**src/core/hport_pkg.sv**
```systemverilog
// host port package: register map, field positions, reset values, states
// assumes one 25 MHz clock and a synchronous active high reset
// ============================================================
// Contract
// host never overlaps a polled read with a polled write
// local port registers complete at once, no completion check needed
// configuration words are big endian, byte 0 in bits 31..24
// 8/16-bit host writes gather into one word; reads split a word
// host wires its address and data msb to the port msb
// endian_select at 1 means no swap; swap_method then ignored
// endian_select at 0: swap_method 1 data invariant, 0 address invariant
// endian_select and swap_method both read 1 after reset
// data invariant reverses byte lanes, host byte 0 to device byte 3
// address invariant keeps each byte address, integers appear reversed
// port control register sits at offset 1EC
// interrupt status registers sit at offsets 10 and 18
// masks at 14 and 1C; mask 1 passes bit to output, 0 blocks
// status bits record events even while masked
// both status registers show the two group indicator bits
// writing 1 clears a status bit, writing 0 leaves it
// polled access only while control polled-mode bit is 1
// access before completion is aborted and raises invalid_access_irq
// polled_done_flag shows at bits 7, 15, 23, 31 of polled status
// interrupt output high while any status bit and its mask are set
// 16-bit data invariant swaps bytes in halves and exchanges halves
package hport_pkg;
  // ==========================================================
  // widths
  localparam int ADDR_W = 9;
  localparam int DATA_W = 16;
  localparam int WORD_W = 32;
  localparam int EVT_W  = 30;
  localparam int CTRL_W = 3;
  localparam int SYNC_W = 4 + ADDR_W + DATA_W;

  // ==========================================================
  // register offsets
  localparam logic [ADDR_W-1:0] OFS_IRQ_STAT0 = 9'h010;
  localparam logic [ADDR_W-1:0] OFS_IRQ_MASK0 = 9'h014;
  localparam logic [ADDR_W-1:0] OFS_IRQ_STAT1 = 9'h018;
  localparam logic [ADDR_W-1:0] OFS_IRQ_MASK1 = 9'h01C;
  localparam logic [ADDR_W-1:0] OFS_PORT_CTRL = 9'h1EC;
  localparam logic [ADDR_W-1:0] OFS_POLL_STAT = 9'h1F0;
  localparam logic [ADDR_W-1:0] OFS_POLL_HOLD = 9'h1F4;
  localparam logic [ADDR_W-1:0] OFS_SOFT_RST  = 9'h1F8;

  // ==========================================================
  // fields and reset values
  localparam int                CTRL_ENDIAN_BIT = 0;
  localparam int                CTRL_SWAP_BIT   = 1;
  localparam int                CTRL_POLL_BIT   = 2;
  localparam logic [CTRL_W-1:0] CTRL_RESET      = 3'h3;
  localparam logic [WORD_W-1:0] POLL_DONE_MASK  = 32'h8080_8080;
  localparam int                SOFT_RST_BIT    = 0;
  localparam int                INVALID_BIT     = 0;
  localparam logic [1:0]        LANE0           = 2'h0;
  localparam logic [1:0]        LANE_LAST       = 2'h3;
  localparam logic [SYNC_W-1:0] SYNC_IDLE       = {3'h7, {(SYNC_W-3){1'b0}}};

  // ==========================================================
  // access sequencer states
  typedef enum logic [2:0] {
    ST_IDLE = 3'h1,
    ST_RD   = 3'h2,
    ST_WR   = 3'h4
  } acc_state_t;

  // word aligned register address
  function automatic logic [ADDR_W-1:0] word_addr(input logic [ADDR_W-1:0] a);
    word_addr = {a[ADDR_W-1:2], 2'h0};
  endfunction : word_addr
endpackage : hport_pkg

```
**src/core/byte_lane_swap.sv**
```systemverilog
// byte lane mapping between host order and big endian device order
// assumes host order places host byte k in bits 31-8k..24-8k
module byte_lane_swap (
  // word in and out
  input  wire logic [hport_pkg::WORD_W-1:0] word_in,
  output logic      [hport_pkg::WORD_W-1:0] word_out,
  // mode
  input  wire logic                         endian_select,
  input  wire logic                         swap_method,
  input  wire logic                         wide
);
  import hport_pkg::*;

  // ==========================================================
  // mapping is its own inverse, so one instance serves each direction
  always_comb begin
    if (endian_select) begin
      word_out = word_in;
    end else if (swap_method) begin
      // full reversal; for 16-bit this is swap in halves plus half exchange
      word_out = {word_in[7:0], word_in[15:8], word_in[23:16], word_in[31:24]};
    end else if (wide) begin
      // little endian host puts the lower address byte on the low pins
      word_out = {word_in[23:16], word_in[31:24], word_in[7:0], word_in[15:8]};
    end else begin
      word_out = word_in;
    end
  end
endmodule : byte_lane_swap

```
**src/core/irq_status_bank.sv**
```systemverilog
// two interrupt status and mask register pairs driving one output
// assumes event inputs are single-cycle or level pulses on the same clock
module irq_status_bank (
  // clock and reset
  input  wire logic                         clk,
  input  wire logic                         rst,
  // register write
  input  wire logic                         we,
  input  wire logic [hport_pkg::ADDR_W-1:0] waddr,
  input  wire logic [hport_pkg::WORD_W-1:0] wdata,
  // events
  input  wire logic [hport_pkg::EVT_W-1:0]  evt0,
  input  wire logic [hport_pkg::EVT_W-1:0]  evt1,
  // read back and output
  output logic      [hport_pkg::WORD_W-1:0] stat0_word,
  output logic      [hport_pkg::WORD_W-1:0] stat1_word,
  output logic      [hport_pkg::WORD_W-1:0] mask0_word,
  output logic      [hport_pkg::WORD_W-1:0] mask1_word,
  output logic                              irq
);
  import hport_pkg::*;

  logic [EVT_W-1:0] st0_r, st0_nxt, st1_r, st1_nxt;
  logic [EVT_W-1:0] mk0_r, mk0_nxt, mk1_r, mk1_nxt;
  logic [EVT_W-1:0] clr0, clr1;
  logic             pend0, pend1, irq_r, irq_nxt;

  // ==========================================================
  // next state: an event in the clearing cycle survives the clear
  always_comb begin
    clr0    = (we && waddr == OFS_IRQ_STAT0) ? wdata[EVT_W-1:0] : '0;
    clr1    = (we && waddr == OFS_IRQ_STAT1) ? wdata[EVT_W-1:0] : '0;
    st0_nxt = (st0_r & ~clr0) | evt0;
    st1_nxt = (st1_r & ~clr1) | evt1;
    mk0_nxt = (we && waddr == OFS_IRQ_MASK0) ? wdata[EVT_W-1:0] : mk0_r;
    mk1_nxt = (we && waddr == OFS_IRQ_MASK1) ? wdata[EVT_W-1:0] : mk1_r;
    pend0   = |(st0_r & mk0_r);
    pend1   = |(st1_r & mk1_r);
    irq_nxt = pend0 | pend1;
  end

  always_ff @(posedge clk) begin
    if (rst) begin
      st0_r <= '0;
      st1_r <= '0;
      mk0_r <= '0;
      mk1_r <= '0;
      irq_r <= 1'b0;
    end else begin
      st0_r <= st0_nxt;
      st1_r <= st1_nxt;
      mk0_r <= mk0_nxt;
      mk1_r <= mk1_nxt;
      irq_r <= irq_nxt;
    end
  end

  // ==========================================================
  // read back: group indicators on top of both status words
  assign stat0_word = {pend0, pend1, st0_r};
  assign stat1_word = {pend0, pend1, st1_r};
  assign mask0_word = WORD_W'(mk0_r);
  assign mask1_word = WORD_W'(mk1_r);
  assign irq        = irq_r;

  masked_record_a: assert property (@(posedge clk) disable iff (rst)
    (|(evt0 & ~mk0_r)) |=> (st0_r & $past(evt0)) == $past(evt0))
    else $error("masked event not recorded");
  w1c_clear_a: assert property (@(posedge clk) disable iff (rst)
    (we && waddr == OFS_IRQ_STAT1 && wdata[4] && !evt1[4]) |=> !st1_r[4])
    else $error("status bit not cleared by write of one");
  w0_keep_a: assert property (@(posedge clk) disable iff (rst)
    (we && waddr == OFS_IRQ_STAT0 && !wdata[3] && st0_r[3]) |=> st0_r[3])
    else $error("status bit lost on write of zero");
  irq_follow_a: assert property (@(posedge clk) disable iff (rst)
    ((|(st0_r & mk0_r)) || (|(st1_r & mk1_r))) |=> irq)
    else $error("interrupt output missing");
  irq_quiet_a: assert property (@(posedge clk) disable iff (rst)
    (!(|(st0_r & mk0_r)) && !(|(st1_r & mk1_r))) |=> !irq)
    else $error("interrupt output without unmasked source");
  group_flag_a: assert property (@(posedge clk) disable iff (rst)
    (evt1[4] && mk1_r[4] && !we) |=> stat0_word[WORD_W-2] && stat1_word[WORD_W-2])
    else $error("group indicator not shown");
endmodule : irq_status_bank

```
**src/core/host_port.sv**
```systemverilog
// parallel host port: byte gathering, endian swap, polled access, interrupts
// assumes host pins are asynchronous and the configuration side shares REF_CLK
module host_port (
  // clock and reset
  input  wire logic                         REF_CLK,
  input  wire logic                         RST,
  // host bus pins
  input  wire logic                         CS_N,
  input  wire logic                         RD_N,
  input  wire logic                         WR_N,
  input  wire logic                         BUS16,
  input  wire logic [hport_pkg::ADDR_W-1:0] HA,
  input  wire logic [hport_pkg::DATA_W-1:0] HD_I,
  output logic      [hport_pkg::DATA_W-1:0] HD_O,
  output logic                              HD_OE_N,
  output logic                              HRDY,
  // configuration register side
  output logic                              CFG_REQ,
  output logic                              CFG_WE,
  output logic      [hport_pkg::ADDR_W-1:0] CFG_ADDR,
  output logic      [hport_pkg::WORD_W-1:0] CFG_WDATA,
  input  wire logic                         CFG_ACK,
  input  wire logic [hport_pkg::WORD_W-1:0] CFG_RDATA,
  // events, interrupt, soft reset
  input  wire logic [hport_pkg::EVT_W-1:0]  EVT0,
  input  wire logic [hport_pkg::EVT_W-1:0]  EVT1,
  output logic                              IRQ,
  output logic                              SOFT_RST
);
  import hport_pkg::*;

  // ==========================================================
  // lane helpers
  function automatic logic [WORD_W-1:0] put_lane(input logic [WORD_W-1:0] w,
                                                 input logic [1:0]        a,
                                                 input logic [DATA_W-1:0] d,
                                                 input logic              wd);
    logic [WORD_W-1:0] r;
    r = w;
    if (wd) begin
      if (a[1]) r[15:0] = d;
      else      r[31:16] = d;
    end else begin
      unique case (a)
        2'h0: r[31:24] = d[7:0];
        2'h1: r[23:16] = d[7:0];
        2'h2: r[15:8]  = d[7:0];
        2'h3: r[7:0]   = d[7:0];
      endcase
    end
    put_lane = r;
  endfunction : put_lane

  function automatic logic [DATA_W-1:0] get_lane(input logic [WORD_W-1:0] w,
                                                 input logic [1:0]        a,
                                                 input logic              wd);
    logic [DATA_W-1:0] r;
    r = '0;
    if (wd) begin
      r = a[1] ? w[15:0] : w[31:16];
    end else begin
      unique case (a)
        2'h0: r[7:0] = w[31:24];
        2'h1: r[7:0] = w[23:16];
        2'h2: r[7:0] = w[15:8];
        2'h3: r[7:0] = w[7:0];
      endcase
    end
    get_lane = r;
  endfunction : get_lane

  function automatic logic is_local(input logic [ADDR_W-1:0] a);
    logic [ADDR_W-1:0] w;
    w = word_addr(a);
    is_local = (w == OFS_IRQ_STAT0) || (w == OFS_IRQ_MASK0) ||
               (w == OFS_IRQ_STAT1) || (w == OFS_IRQ_MASK1) ||
               (w == OFS_PORT_CTRL) || (w == OFS_POLL_STAT) ||
               (w == OFS_POLL_HOLD) || (w == OFS_SOFT_RST);
  endfunction : is_local

  // ==========================================================
  // pin synchroniser: three stages, a bit moves once stages two and three agree
  logic [SYNC_W-1:0] s1_r, s2_r, s3_r, pins_r, pins_nxt;
  logic              cs_n_q, rd_n_q, wr_n_q, wide_q;
  logic [ADDR_W-1:0] addr_q;
  logic [DATA_W-1:0] data_q;

  always_comb begin
    pins_nxt = (s3_r & ~(s2_r ^ s3_r)) | (pins_r & (s2_r ^ s3_r));
  end

  always_ff @(posedge REF_CLK) begin
    if (RST) begin
      s1_r   <= SYNC_IDLE;
      s2_r   <= SYNC_IDLE;
      s3_r   <= SYNC_IDLE;
      pins_r <= SYNC_IDLE;
    end else begin
      s1_r   <= {CS_N, RD_N, WR_N, BUS16, HA, HD_I};
      s2_r   <= s1_r;
      s3_r   <= s2_r;
      pins_r <= pins_nxt;
    end
  end

  assign {cs_n_q, rd_n_q, wr_n_q, wide_q, addr_q, data_q} = pins_r;

  // ==========================================================
  // access sequencer
  acc_state_t        state_r, state_nxt;
  logic [CTRL_W-1:0] ctrl_r, ctrl_nxt;
  logic [WORD_W-1:0] hbuf_r, hbuf_nxt, hold_r, hold_nxt, wdata_r, wdata_nxt;
  logic [ADDR_W-1:0] caddr_r, caddr_nxt;
  logic [DATA_W-1:0] hd_o_r, hd_o_nxt;
  logic              req_r, req_nxt, we_r, we_nxt, done_r, done_nxt;
  logic              oe_n_r, oe_n_nxt, invalid_r, invalid_nxt, soft_r, soft_nxt;
  logic              rd_prev_r, wr_prev_r, rd_lvl, wr_lvl, acc_rd, acc_wr;
  logic              busy, polled, cfg_sel, last_lane, ack_rd, loc_we;
  logic [WORD_W-1:0] dev_wdata, rd_src, rd_host, local_word;
  logic [WORD_W-1:0] stat0_w, stat1_w, mask0_w, mask1_w;
  logic [EVT_W-1:0]  evt0_in;

  assign rd_lvl    = !cs_n_q && !rd_n_q;
  assign wr_lvl    = !cs_n_q && !wr_n_q;
  assign acc_rd    = rd_lvl && !rd_prev_r;
  assign acc_wr    = wr_lvl && !wr_prev_r;
  assign busy      = state_r != ST_IDLE;
  assign polled    = ctrl_r[CTRL_POLL_BIT];
  assign cfg_sel   = !is_local(addr_q);
  assign last_lane = addr_q[1:0] == LANE_LAST || (wide_q && addr_q[1]);
  assign ack_rd    = state_r == ST_RD && CFG_ACK;

  // local registers answer in the same cycle; no completion check needed
  always_comb begin
    unique case (word_addr(addr_q))
      OFS_IRQ_STAT0: local_word = stat0_w;
      OFS_IRQ_MASK0: local_word = mask0_w;
      OFS_IRQ_STAT1: local_word = stat1_w;
      OFS_IRQ_MASK1: local_word = mask1_w;
      OFS_PORT_CTRL: local_word = WORD_W'(ctrl_r);
      OFS_POLL_STAT: local_word = done_r ? POLL_DONE_MASK : '0;
      OFS_POLL_HOLD: local_word = hold_r;
      default:       local_word = '0;
    endcase
  end

  assign rd_src = (acc_rd && !cfg_sel) ? local_word : (ack_rd ? CFG_RDATA : hold_r);

  byte_lane_swap wr_swap (
    .word_in       (hbuf_nxt),
    .word_out      (dev_wdata),
    .endian_select (ctrl_r[CTRL_ENDIAN_BIT]),
    .swap_method   (ctrl_r[CTRL_SWAP_BIT]),
    .wide          (wide_q)
  );

  byte_lane_swap rd_swap (
    .word_in       (rd_src),
    .word_out      (rd_host),
    .endian_select (ctrl_r[CTRL_ENDIAN_BIT]),
    .swap_method   (ctrl_r[CTRL_SWAP_BIT]),
    .wide          (wide_q)
  );

  always_comb begin
    state_nxt   = state_r;
    ctrl_nxt    = ctrl_r;
    hbuf_nxt    = hbuf_r;
    hold_nxt    = hold_r;
    wdata_nxt   = wdata_r;
    caddr_nxt   = caddr_r;
    hd_o_nxt    = hd_o_r;
    req_nxt     = req_r;
    we_nxt      = we_r;
    done_nxt    = done_r;
    invalid_nxt = 1'b0;
    soft_nxt    = 1'b0;
    loc_we      = 1'b0;
    oe_n_nxt    = !rd_lvl;
    // completion of a configuration access
    if (busy && CFG_ACK) begin
      state_nxt = ST_IDLE;
      req_nxt   = 1'b0;
      done_nxt  = 1'b1;
      if (ack_rd) begin
        hold_nxt = CFG_RDATA;
        if (!polled) hd_o_nxt = get_lane(rd_host, LANE0, wide_q);
      end
    end
    // a configuration access while busy is dropped; started work runs on
    if (acc_wr) begin
      if (cfg_sel && busy) begin
        invalid_nxt = polled;
      end else begin
        hbuf_nxt = put_lane(hbuf_r, addr_q[1:0], data_q, wide_q);
        if (last_lane && cfg_sel) begin
          state_nxt = ST_WR;
          req_nxt   = 1'b1;
          we_nxt    = 1'b1;
          caddr_nxt = word_addr(addr_q);
          wdata_nxt = dev_wdata;
          done_nxt  = 1'b0;
        end else if (last_lane) begin
          loc_we = 1'b1;
          if (word_addr(addr_q) == OFS_PORT_CTRL) ctrl_nxt = dev_wdata[CTRL_W-1:0];
          if (word_addr(addr_q) == OFS_SOFT_RST) soft_nxt = dev_wdata[SOFT_RST_BIT];
        end
      end
    end
    if (acc_rd) begin
      if (cfg_sel && busy) begin
        invalid_nxt = polled;
      end else if (cfg_sel && addr_q[1:0] == LANE0) begin
        state_nxt = ST_RD;
        req_nxt   = 1'b1;
        we_nxt    = 1'b0;
        caddr_nxt = word_addr(addr_q);
        done_nxt  = 1'b0;
        hd_o_nxt  = '0;  // first read only launches the access
      end else begin
        hd_o_nxt = get_lane(rd_host, addr_q[1:0], wide_q);
        // reading status or holding clears the flag unless it sets now
        if (!cfg_sel && addr_q[1:0] == LANE0 && !(busy && CFG_ACK) &&
            (word_addr(addr_q) == OFS_POLL_STAT || word_addr(addr_q) == OFS_POLL_HOLD)) begin
          done_nxt = 1'b0;
        end
      end
    end
    if (soft_r) begin
      hbuf_nxt = '0;
      hold_nxt = '0;
      done_nxt = 1'b0;
    end
  end

  always_ff @(posedge REF_CLK) begin
    if (RST) begin
      state_r   <= ST_IDLE;
      ctrl_r    <= CTRL_RESET;
      hbuf_r    <= '0;
      hold_r    <= '0;
      wdata_r   <= '0;
      caddr_r   <= '0;
      hd_o_r    <= '0;
      req_r     <= 1'b0;
      we_r      <= 1'b0;
      done_r    <= 1'b0;
      oe_n_r    <= 1'b1;
      invalid_r <= 1'b0;
      soft_r    <= 1'b0;
      rd_prev_r <= 1'b0;
      wr_prev_r <= 1'b0;
    end else begin
      state_r   <= state_nxt;
      ctrl_r    <= ctrl_nxt;
      hbuf_r    <= hbuf_nxt;
      hold_r    <= hold_nxt;
      wdata_r   <= wdata_nxt;
      caddr_r   <= caddr_nxt;
      hd_o_r    <= hd_o_nxt;
      req_r     <= req_nxt;
      we_r      <= we_nxt;
      done_r    <= done_nxt;
      oe_n_r    <= oe_n_nxt;
      invalid_r <= invalid_nxt;
      soft_r    <= soft_nxt;
      rd_prev_r <= rd_lvl;
      wr_prev_r <= wr_lvl;
    end
  end

  // ==========================================================
  // interrupt bank; accesses aborted in polled mode feed the invalid access bit
  assign evt0_in = EVT0 | (EVT_W'(invalid_r) << INVALID_BIT);

  irq_status_bank irq_bank (
    .clk        (REF_CLK),
    .rst        (RST),
    .we         (loc_we),
    .waddr      (word_addr(addr_q)),
    .wdata      (dev_wdata),
    .evt0       (evt0_in),
    .evt1       (EVT1),
    .stat0_word (stat0_w),
    .stat1_word (stat1_w),
    .mask0_word (mask0_w),
    .mask1_word (mask1_w),
    .irq        (IRQ)
  );

  // ==========================================================
  // outputs
  assign HD_O      = hd_o_r;
  assign HD_OE_N   = oe_n_r;
  assign HRDY      = !busy;
  assign CFG_REQ   = req_r;
  assign CFG_WE    = we_r;
  assign CFG_ADDR  = caddr_r;
  assign CFG_WDATA = wdata_r;
  assign SOFT_RST  = soft_r;

  // ==========================================================
  // checks
  ctrl_reset_a: assert property (@(posedge REF_CLK)
    $past(RST) && !RST |-> ctrl_r[CTRL_ENDIAN_BIT] && ctrl_r[CTRL_SWAP_BIT])
    else $error("control bits not one after reset");
  done_set_a: assert property (@(posedge REF_CLK) disable iff (RST)
    (busy && CFG_ACK && !soft_r) |=> done_r && !busy)
    else $error("completion flag not set on acknowledge");
  abort_keep_a: assert property (@(posedge REF_CLK) disable iff (RST)
    (acc_wr && cfg_sel && busy && !CFG_ACK) |=> $stable(CFG_ADDR) && $stable(CFG_WDATA))
    else $error("aborted access changed the pending request");
  abort_flag_a: assert property (@(posedge REF_CLK) disable iff (RST)
    (acc_rd && cfg_sel && busy && polled) |=> invalid_r ##1 stat0_w[INVALID_BIT])
    else $error("invalid access not reported");
  polled_gate_a: assert property (@(posedge REF_CLK) disable iff (RST)
    !polled |=> !invalid_r)
    else $error("invalid access raised outside polled mode");
  launch_last_a: assert property (@(posedge REF_CLK) disable iff (RST)
    (acc_wr && cfg_sel && !busy) |=> (CFG_REQ && CFG_WE) == $past(last_lane))
    else $error("write launched on wrong lane");
  big_pass_a: assert property (@(posedge REF_CLK) disable iff (RST)
    (acc_wr && cfg_sel && !busy && last_lane && ctrl_r[CTRL_ENDIAN_BIT])
      |=> CFG_WDATA == $past(hbuf_nxt))
    else $error("big endian write was swapped");
  data_inv_a: assert property (@(posedge REF_CLK) disable iff (RST)
    (acc_wr && cfg_sel && !busy && last_lane && !ctrl_r[CTRL_ENDIAN_BIT] && ctrl_r[CTRL_SWAP_BIT])
      |=> CFG_WDATA[7:0] == $past(hbuf_nxt[31:24]))
    else $error("data invariant lanes not reversed");
  local_fast_a: assert property (@(posedge REF_CLK) disable iff (RST)
    (acc_wr && !cfg_sel && !busy) |=> !busy && !CFG_REQ)
    else $error("local register access went to configuration side");
endmodule : host_port

```
**config.mk**
```make
export PLATFORM = sky130hd
export DESIGN_NAME = host_port
export DESIGN_NICKNAME = d
export VERILOG_FILES = /design/src/core/hport_pkg.sv /design/src/core/byte_lane_swap.sv /design/src/core/irq_status_bank.sv /design/src/core/host_port.sv
export SDC_FILE = /design/constraint.sdc
export NUM_CORES = 1
export LEC_CHECK = 0
export BUFFER_PORTS_ARGS = -buffer_cell sky130_fd_sc_hd__buf_2
export CAP_MARGIN = 20
export CORE_AREA = 4 4 172 208
export DETAILED_ROUTE_END_ITERATION = 8
export DIE_AREA = 0 0 176 212
export GPL_TIMING_DRIVEN = 0
export PLACE_DENSITY = 0.69
export SLEW_MARGIN = 10
export SYNTH_ARGS = -nofsm -noshare
export SYNTH_HDL_FRONTEND = slang
export SYNTH_SLANG_ARGS = --single-unit
```
**constraint.sdc**
```tcl
create_clock -name REF_CLK -period 3.6 [get_ports REF_CLK]
set_input_delay 1.08 -clock REF_CLK [delete_from_list [all_inputs] [get_ports REF_CLK]]
set_output_delay 1.08 -clock REF_CLK [all_outputs]
set_load 0.005 [all_outputs]
```
==> impl_results.html <==
<table>
<tr><th>Metric</th><th>Value</th></tr>
<tr><th colspan="2">Worst setup path</th></tr>
<tr><td>WP buf/inv</td><td>3</td></tr>
<tr><td>Top cell family by delay on the critical path</td><td>simple AND/OR/NAND/NOR gates</td></tr>
<tr><td>Arrival time at the worst endpoint</td><td>4.04 ns</td></tr>
<tr><td>Category of the most critical setup path</td><td>flop to flop</td></tr>
<tr><td>Category of the worst setup path capture point</td><td>flop</td></tr>
<tr><td>CP max stage cell</td><td>sky130_fd_sc_hd__nor3_2</td></tr>
<tr><td>Most common cell on crit path</td><td>sky130_fd_sc_hd__nand2_1</td></tr>
<tr><td>Worst Path Required</td><td>slightly above 4 ns</td></tr>
<tr><td>Cell Chain, Critical Path</td><td>clkbuf_2, inv_1, nand2_2, buf_2, nand2_1, nor3_2, nand2_1, nand2_2, nand2_1, a21oi_1</td></tr>
<tr><td>Startpoint Class</td><td>flop</td></tr>
<tr><td>Critical path fanouts, max</td><td>10</td></tr>
<tr><td>Largest stage delay, worst path</td><td>0.51 ns</td></tr>
<tr><th colspan="2">Timing</th></tr>
<tr><td>Count of final max-slew check failures</td><td>0</td></tr>
<tr><td>Number of hold-slack violations in the final timing report</td><td>0</td></tr>
<tr><td>Tightest slew margin relative to the limit</td><td>0.326</td></tr>
<tr><td>Highest clock rate</td><td>between 200 and 300 MHz</td></tr>
<tr><td>Slew of the pin with the lowest slew margin</td><td>1.01 ns</td></tr>
<tr><td>Final setup skew</td><td>0.0247 ns</td></tr>
<tr><td>Final worst path period share</td><td>0.996</td></tr>
<tr><td>Shortest clock period the worst path allows after layout</td><td>3.58 ns</td></tr>
<tr><td>Hold slack</td><td>between 0.4 and 0.5 ns</td></tr>
<tr><td>Total negative slack for setup checks</td><td>0 ns</td></tr>
<tr><td>Final setup violation count</td><td>0</td></tr>
<tr><td>Unrepaired setup endpoints after global routing</td><td>false</td></tr>
<tr><th colspan="2">Power and ir drop</th></tr>
<tr><td>Power per cell area</td><td>444 nW/µm²</td></tr>
<tr><td>Worst VDD drop</td><td>494 µV</td></tr>
<tr><td>Leakage power total</td><td>7.17 nW</td></tr>
<tr><th colspan="2">Layout</th></tr>
<tr><td>Final design area excluding fillers</td><td>19700 µm²</td></tr>
<tr><td>Net count of the finished layout</td><td>2288</td></tr>
<tr><td>Layout cell share with drive strength beyond 1</td><td>0.178</td></tr>
<tr><td>Synthesis-to-layout area growth</td><td>18.0%</td></tr>
<tr><td>Number of diodes</td><td>0</td></tr>
<tr><th colspan="2">Job</th></tr>
<tr><td>Count of maximum capacitance violations</td><td>0</td></tr>
<tr><th colspan="2">Placement</th></tr>
<tr><td>Number of buffers inserted by port buffering</td><td>186</td></tr>
<tr><td>Half-perimeter wire length of the detailed placement result</td><td>around 60000 µm</td></tr>
<tr><td>Global placement routability congestion</td><td>1.04</td></tr>
<tr><td>Post-placement cell area</td><td>roughly 18000 µm²</td></tr>
<tr><th colspan="2">Route</th></tr>
<tr><td>Via density</td><td>6.55</td></tr>
<tr><td>Starting DRT DRC Count</td><td>2379</td></tr>
<tr><td>Total number of vias</td><td>17300</td></tr>
<tr><td>Drt total wl</td><td>75300 µm</td></tr>
<tr><td>1st-pass router iterations</td><td>5</td></tr>
<tr><td>Detailed-route DRC error count</td><td>0</td></tr>
<tr><td>Final routed wire length divided by cell count</td><td>28.4 µm</td></tr>
<tr><td>Antenna Nets Post-Route</td><td>0</td></tr>
<tr><th colspan="2">Clock network</th></tr>
<tr><td>Total of hold buffers inserted after clock tree synthesis</td><td>0</td></tr>
<tr><td>CTS Buf Count</td><td>38</td></tr>
<tr><td>CTS max path bufs</td><td>3</td></tr>
<tr><td>Worst-Skew Late Latency</td><td>0.55 ns</td></tr>
<tr><td>Root Driver</td><td>sky130_fd_sc_hd__clkbuf_16</td></tr>
<tr><td>H-tree depth reported by CTS</td><td>2</td></tr>
<tr><td>Post-CTS clock slew at the launch and capture registers of the worst setup and hold paths</td><td>~0.06 ns</td></tr>
<tr><td>Sink count of the clock tree</td><td>372</td></tr>
<tr><td>Clock tree from TritonCTS</td><td>yes</td></tr>
<tr><th colspan="2">Synth</th></tr>
<tr><td>Share of async-settable or async-resettable flops after synthesis</td><td>0</td></tr>
<tr><td>Most used flip-flop cell after synthesis</td><td>sky130_fd_sc_hd__dfxtp_1</td></tr>
<tr><td>EDFF count, synth</td><td>0</td></tr>
<tr><td>Seq cells post-synth</td><td>approximately 370</td></tr>
<tr><td>Net Count, Synth</td><td>2054</td></tr>
<tr><td>Average size of a mapped cell</td><td>8.67 µm²</td></tr>
<tr><td>Number of warnings issued by yosys</td><td>0</td></tr>
<tr><td>Synthesized area</td><td>around 17000 µm²</td></tr>
<tr><td>Share of synthesized area occupied by flip-flops and latches</td><td>0.445</td></tr>
<tr><td>Number of distinct standard cells referenced by the synthesized netlist</td><td>a little over 80</td></tr>
<tr><td>Number of standard cells after synthesis</td><td>approximately 1900</td></tr>
<tr><th colspan="2">Global routing</th></tr>
<tr><td>Global router's overall resource usage</td><td>0.389</td></tr>
<tr><td>Pin count of the biggest net entering global routing</td><td>16</td></tr>
<tr><td>Via count of the first global-routing pass</td><td>16400</td></tr>
<tr><td>First-pass GRT wire length</td><td>~110000 µm</td></tr>
<tr><td>Antenna violations before repair</td><td>2</td></tr>
<tr><td>Aggregate global routing overflow</td><td>0</td></tr>
<tr><th colspan="2">Worst hold path</th></tr>
<tr><td>Worst hold path type</td><td>flop to flop</td></tr>
<tr><th colspan="2">Floorplanning</th></tr>
<tr><td>I/O pins</td><td>approximately 190</td></tr>
<tr><td>Die area</td><td>37300 µm²</td></tr>
<tr><td>Core Box Area</td><td>33700 µm²</td></tr>
<tr><td>Chip Width</td><td>about 180 µm</td></tr>
<tr><td>Std-Cell Rows</td><td>74</td></tr>
<tr><td>Initial core utilization</td><td>0.496</td></tr>
<tr><td>Y dimension of the die</td><td>212 µm</td></tr>
<tr><th colspan="2">Run status</th></tr>
<tr><td>Status</td><td>completed</td></tr>
</table>
-- cells in the final DEF, fill, tap and decap left out, types with 18 or more instances in the layout --
master,Yosys,final
sky130_fd_sc_hd__a211oi_1,66,63
sky130_fd_sc_hd__a21oi_1,107,105
sky130_fd_sc_hd__a22oi_1,62,61
sky130_fd_sc_hd__a311oi_1,20,18
sky130_fd_sc_hd__buf_2,20,205
sky130_fd_sc_hd__clkbuf_1,114,110
sky130_fd_sc_hd__clkbuf_16,0,39
sky130_fd_sc_hd__dfxtp_1,372,372
sky130_fd_sc_hd__inv_1,36,36
sky130_fd_sc_hd__mux2i_1,53,52
sky130_fd_sc_hd__nand2_1,114,112
sky130_fd_sc_hd__nand2b_1,23,23
sky130_fd_sc_hd__nand3_1,56,56
sky130_fd_sc_hd__nand3b_1,27,27
sky130_fd_sc_hd__nor2_1,251,249
sky130_fd_sc_hd__nor2b_1,87,87
sky130_fd_sc_hd__nor3_1,72,67
sky130_fd_sc_hd__o211ai_1,23,23
sky130_fd_sc_hd__o21ai_0,97,94
sky130_fd_sc_hd__o22ai_1,28,27
sky130_fd_sc_hd__o31ai_1,21,21
sky130_fd_sc_hd__or3_1,21,21
-- flip-flops by register name, summed over array words and instances, names as in the netlist, 3 cells and up, named ones only --
register and flops:
s2_r 29, HD_O 16, s3_r 29, state_r 3
irq_bank.st1_r 30, CFG_ADDR 9, irq_bank.st0_r 30, s1_r 29
irq_bank.mk0_r 30, ctrl_r 3, hold_r 32, irq_bank.mk1_r 30
CFG_WDATA 32, hbuf_r 32
-- cell families (layout without fill, tap and decap cells) --
family                 after synthesis  count (layout)  synth area share
AOI/OAI and AO/OA                  571             571             0.239
buffers and inverters              185             446            0.0439
DFF                                372             372             0.445
muxes                               82              82            0.0613
and+or+nand+nor                    720             720             0.211
-- area by class of cell --
cell class	count	area [µm²]
Clock buffer	58	1160
Sequential cell	372	7450
Buffer	149	634
Timing Repair Buffer	194	986
Clock inverter	9	128
Fill cell	3137	14000
Tap cell	456	571
Multi-Input combinational cell	1373	8690
Inverter	36	135
-- synth_stat cells, types with 21 or more instances --
cell                       count  area share
sky130_fd_sc_hd__dfxtp_1     372        0.45
sky130_fd_sc_hd__nor2_1      251       0.056
sky130_fd_sc_hd__clkbuf_1    114       0.026
sky130_fd_sc_hd__nand2_1     114       0.026
sky130_fd_sc_hd__a21oi_1     107       0.032
sky130_fd_sc_hd__o21ai_0      97       0.029
sky130_fd_sc_hd__nor2b_1      87       0.033
sky130_fd_sc_hd__nor3_1       72       0.022
sky130_fd_sc_hd__a211oi_1     66       0.030
sky130_fd_sc_hd__a22oi_1      62       0.028
sky130_fd_sc_hd__nand3_1      56       0.017
sky130_fd_sc_hd__mux2i_1      53       0.032
sky130_fd_sc_hd__inv_1        36      0.0081
sky130_fd_sc_hd__o22ai_1      28       0.010
sky130_fd_sc_hd__nand3b_1     27       0.012
sky130_fd_sc_hd__nand2b_1     23      0.0086
sky130_fd_sc_hd__o211ai_1     23       0.010
sky130_fd_sc_hd__o31ai_1      21      0.0094
sky130_fd_sc_hd__or3_1        21      0.0079
-- path summary, 6_finish.rpt --
kind / endpoint / slack (ns) / from / depth (start not counted)
worst max-delay path: CFG_ADDR[3] / 0.02 / flop / 10
worst min register to register: s2_r[28] / 0.41 / s1_r[28] / 1
worst min-delay path: s2_r[28] / 0.41 / s1_r[28] / 1
worst max register to register: CFG_ADDR[3] / 0.02 / flop / 10
-- power breakdown --
| part | internal (W) | switching (W) |
|---|---|---|
| Combinational | 0.000139 | 0.000214 |
| Sequential | 0.00420 | 0.0000803 |
| Clock | 0.00243 | 0.00170 |
-- worst reg2reg max path: cells and delay by family, from the launching register on --
family | cells | cell delay (ns)
DFF | 1 | 0.38
buffers and inverters | 3 | 0.89
AOI/OAI and AO/OA | 1 | 0.21
and+or+nand+nor | 6 | 2.01
-- repair_timing --
item	CTS	global route
endpoints found under the setup margin	81	138
gates resized for setup	22	40
setup buffers	0	6
pin swaps	1	2
-- metal layers --
metal / routed length [µm] / up-vias / global-route usage / share of wire
met4: 5660 / 0 / 0.238 / 0.075
li1: - / 7566 / - / -
met1: 28600 / 8296 / 0.499 / 0.38
met2: 33000 / 1188 / 0.605 / 0.44
met5: 0 / - / 0 / 0
met3: 8010 / 278 / 0.0806 / 0.11
-- stage by stage --
stage / std cells / util / setup slack [ns] / power (W)
after floorplan: 1930 / - / 0.298 / 0.00450
after global placement: 2572 / 0.541 / -0.851 / 0.00471
after detailed placement: 2574 / 0.542 / -0.518 / 0.00471
after CTS: 2641 / 0.582 / -0.0636 / 0.00877
after global routing: 2647 / 0.586 / 0.0145 / 0.00896
final: 2647 / 0.586 / 0.0157 / 0.00876
Note: power is estimated with default switching activity, not from simulation.
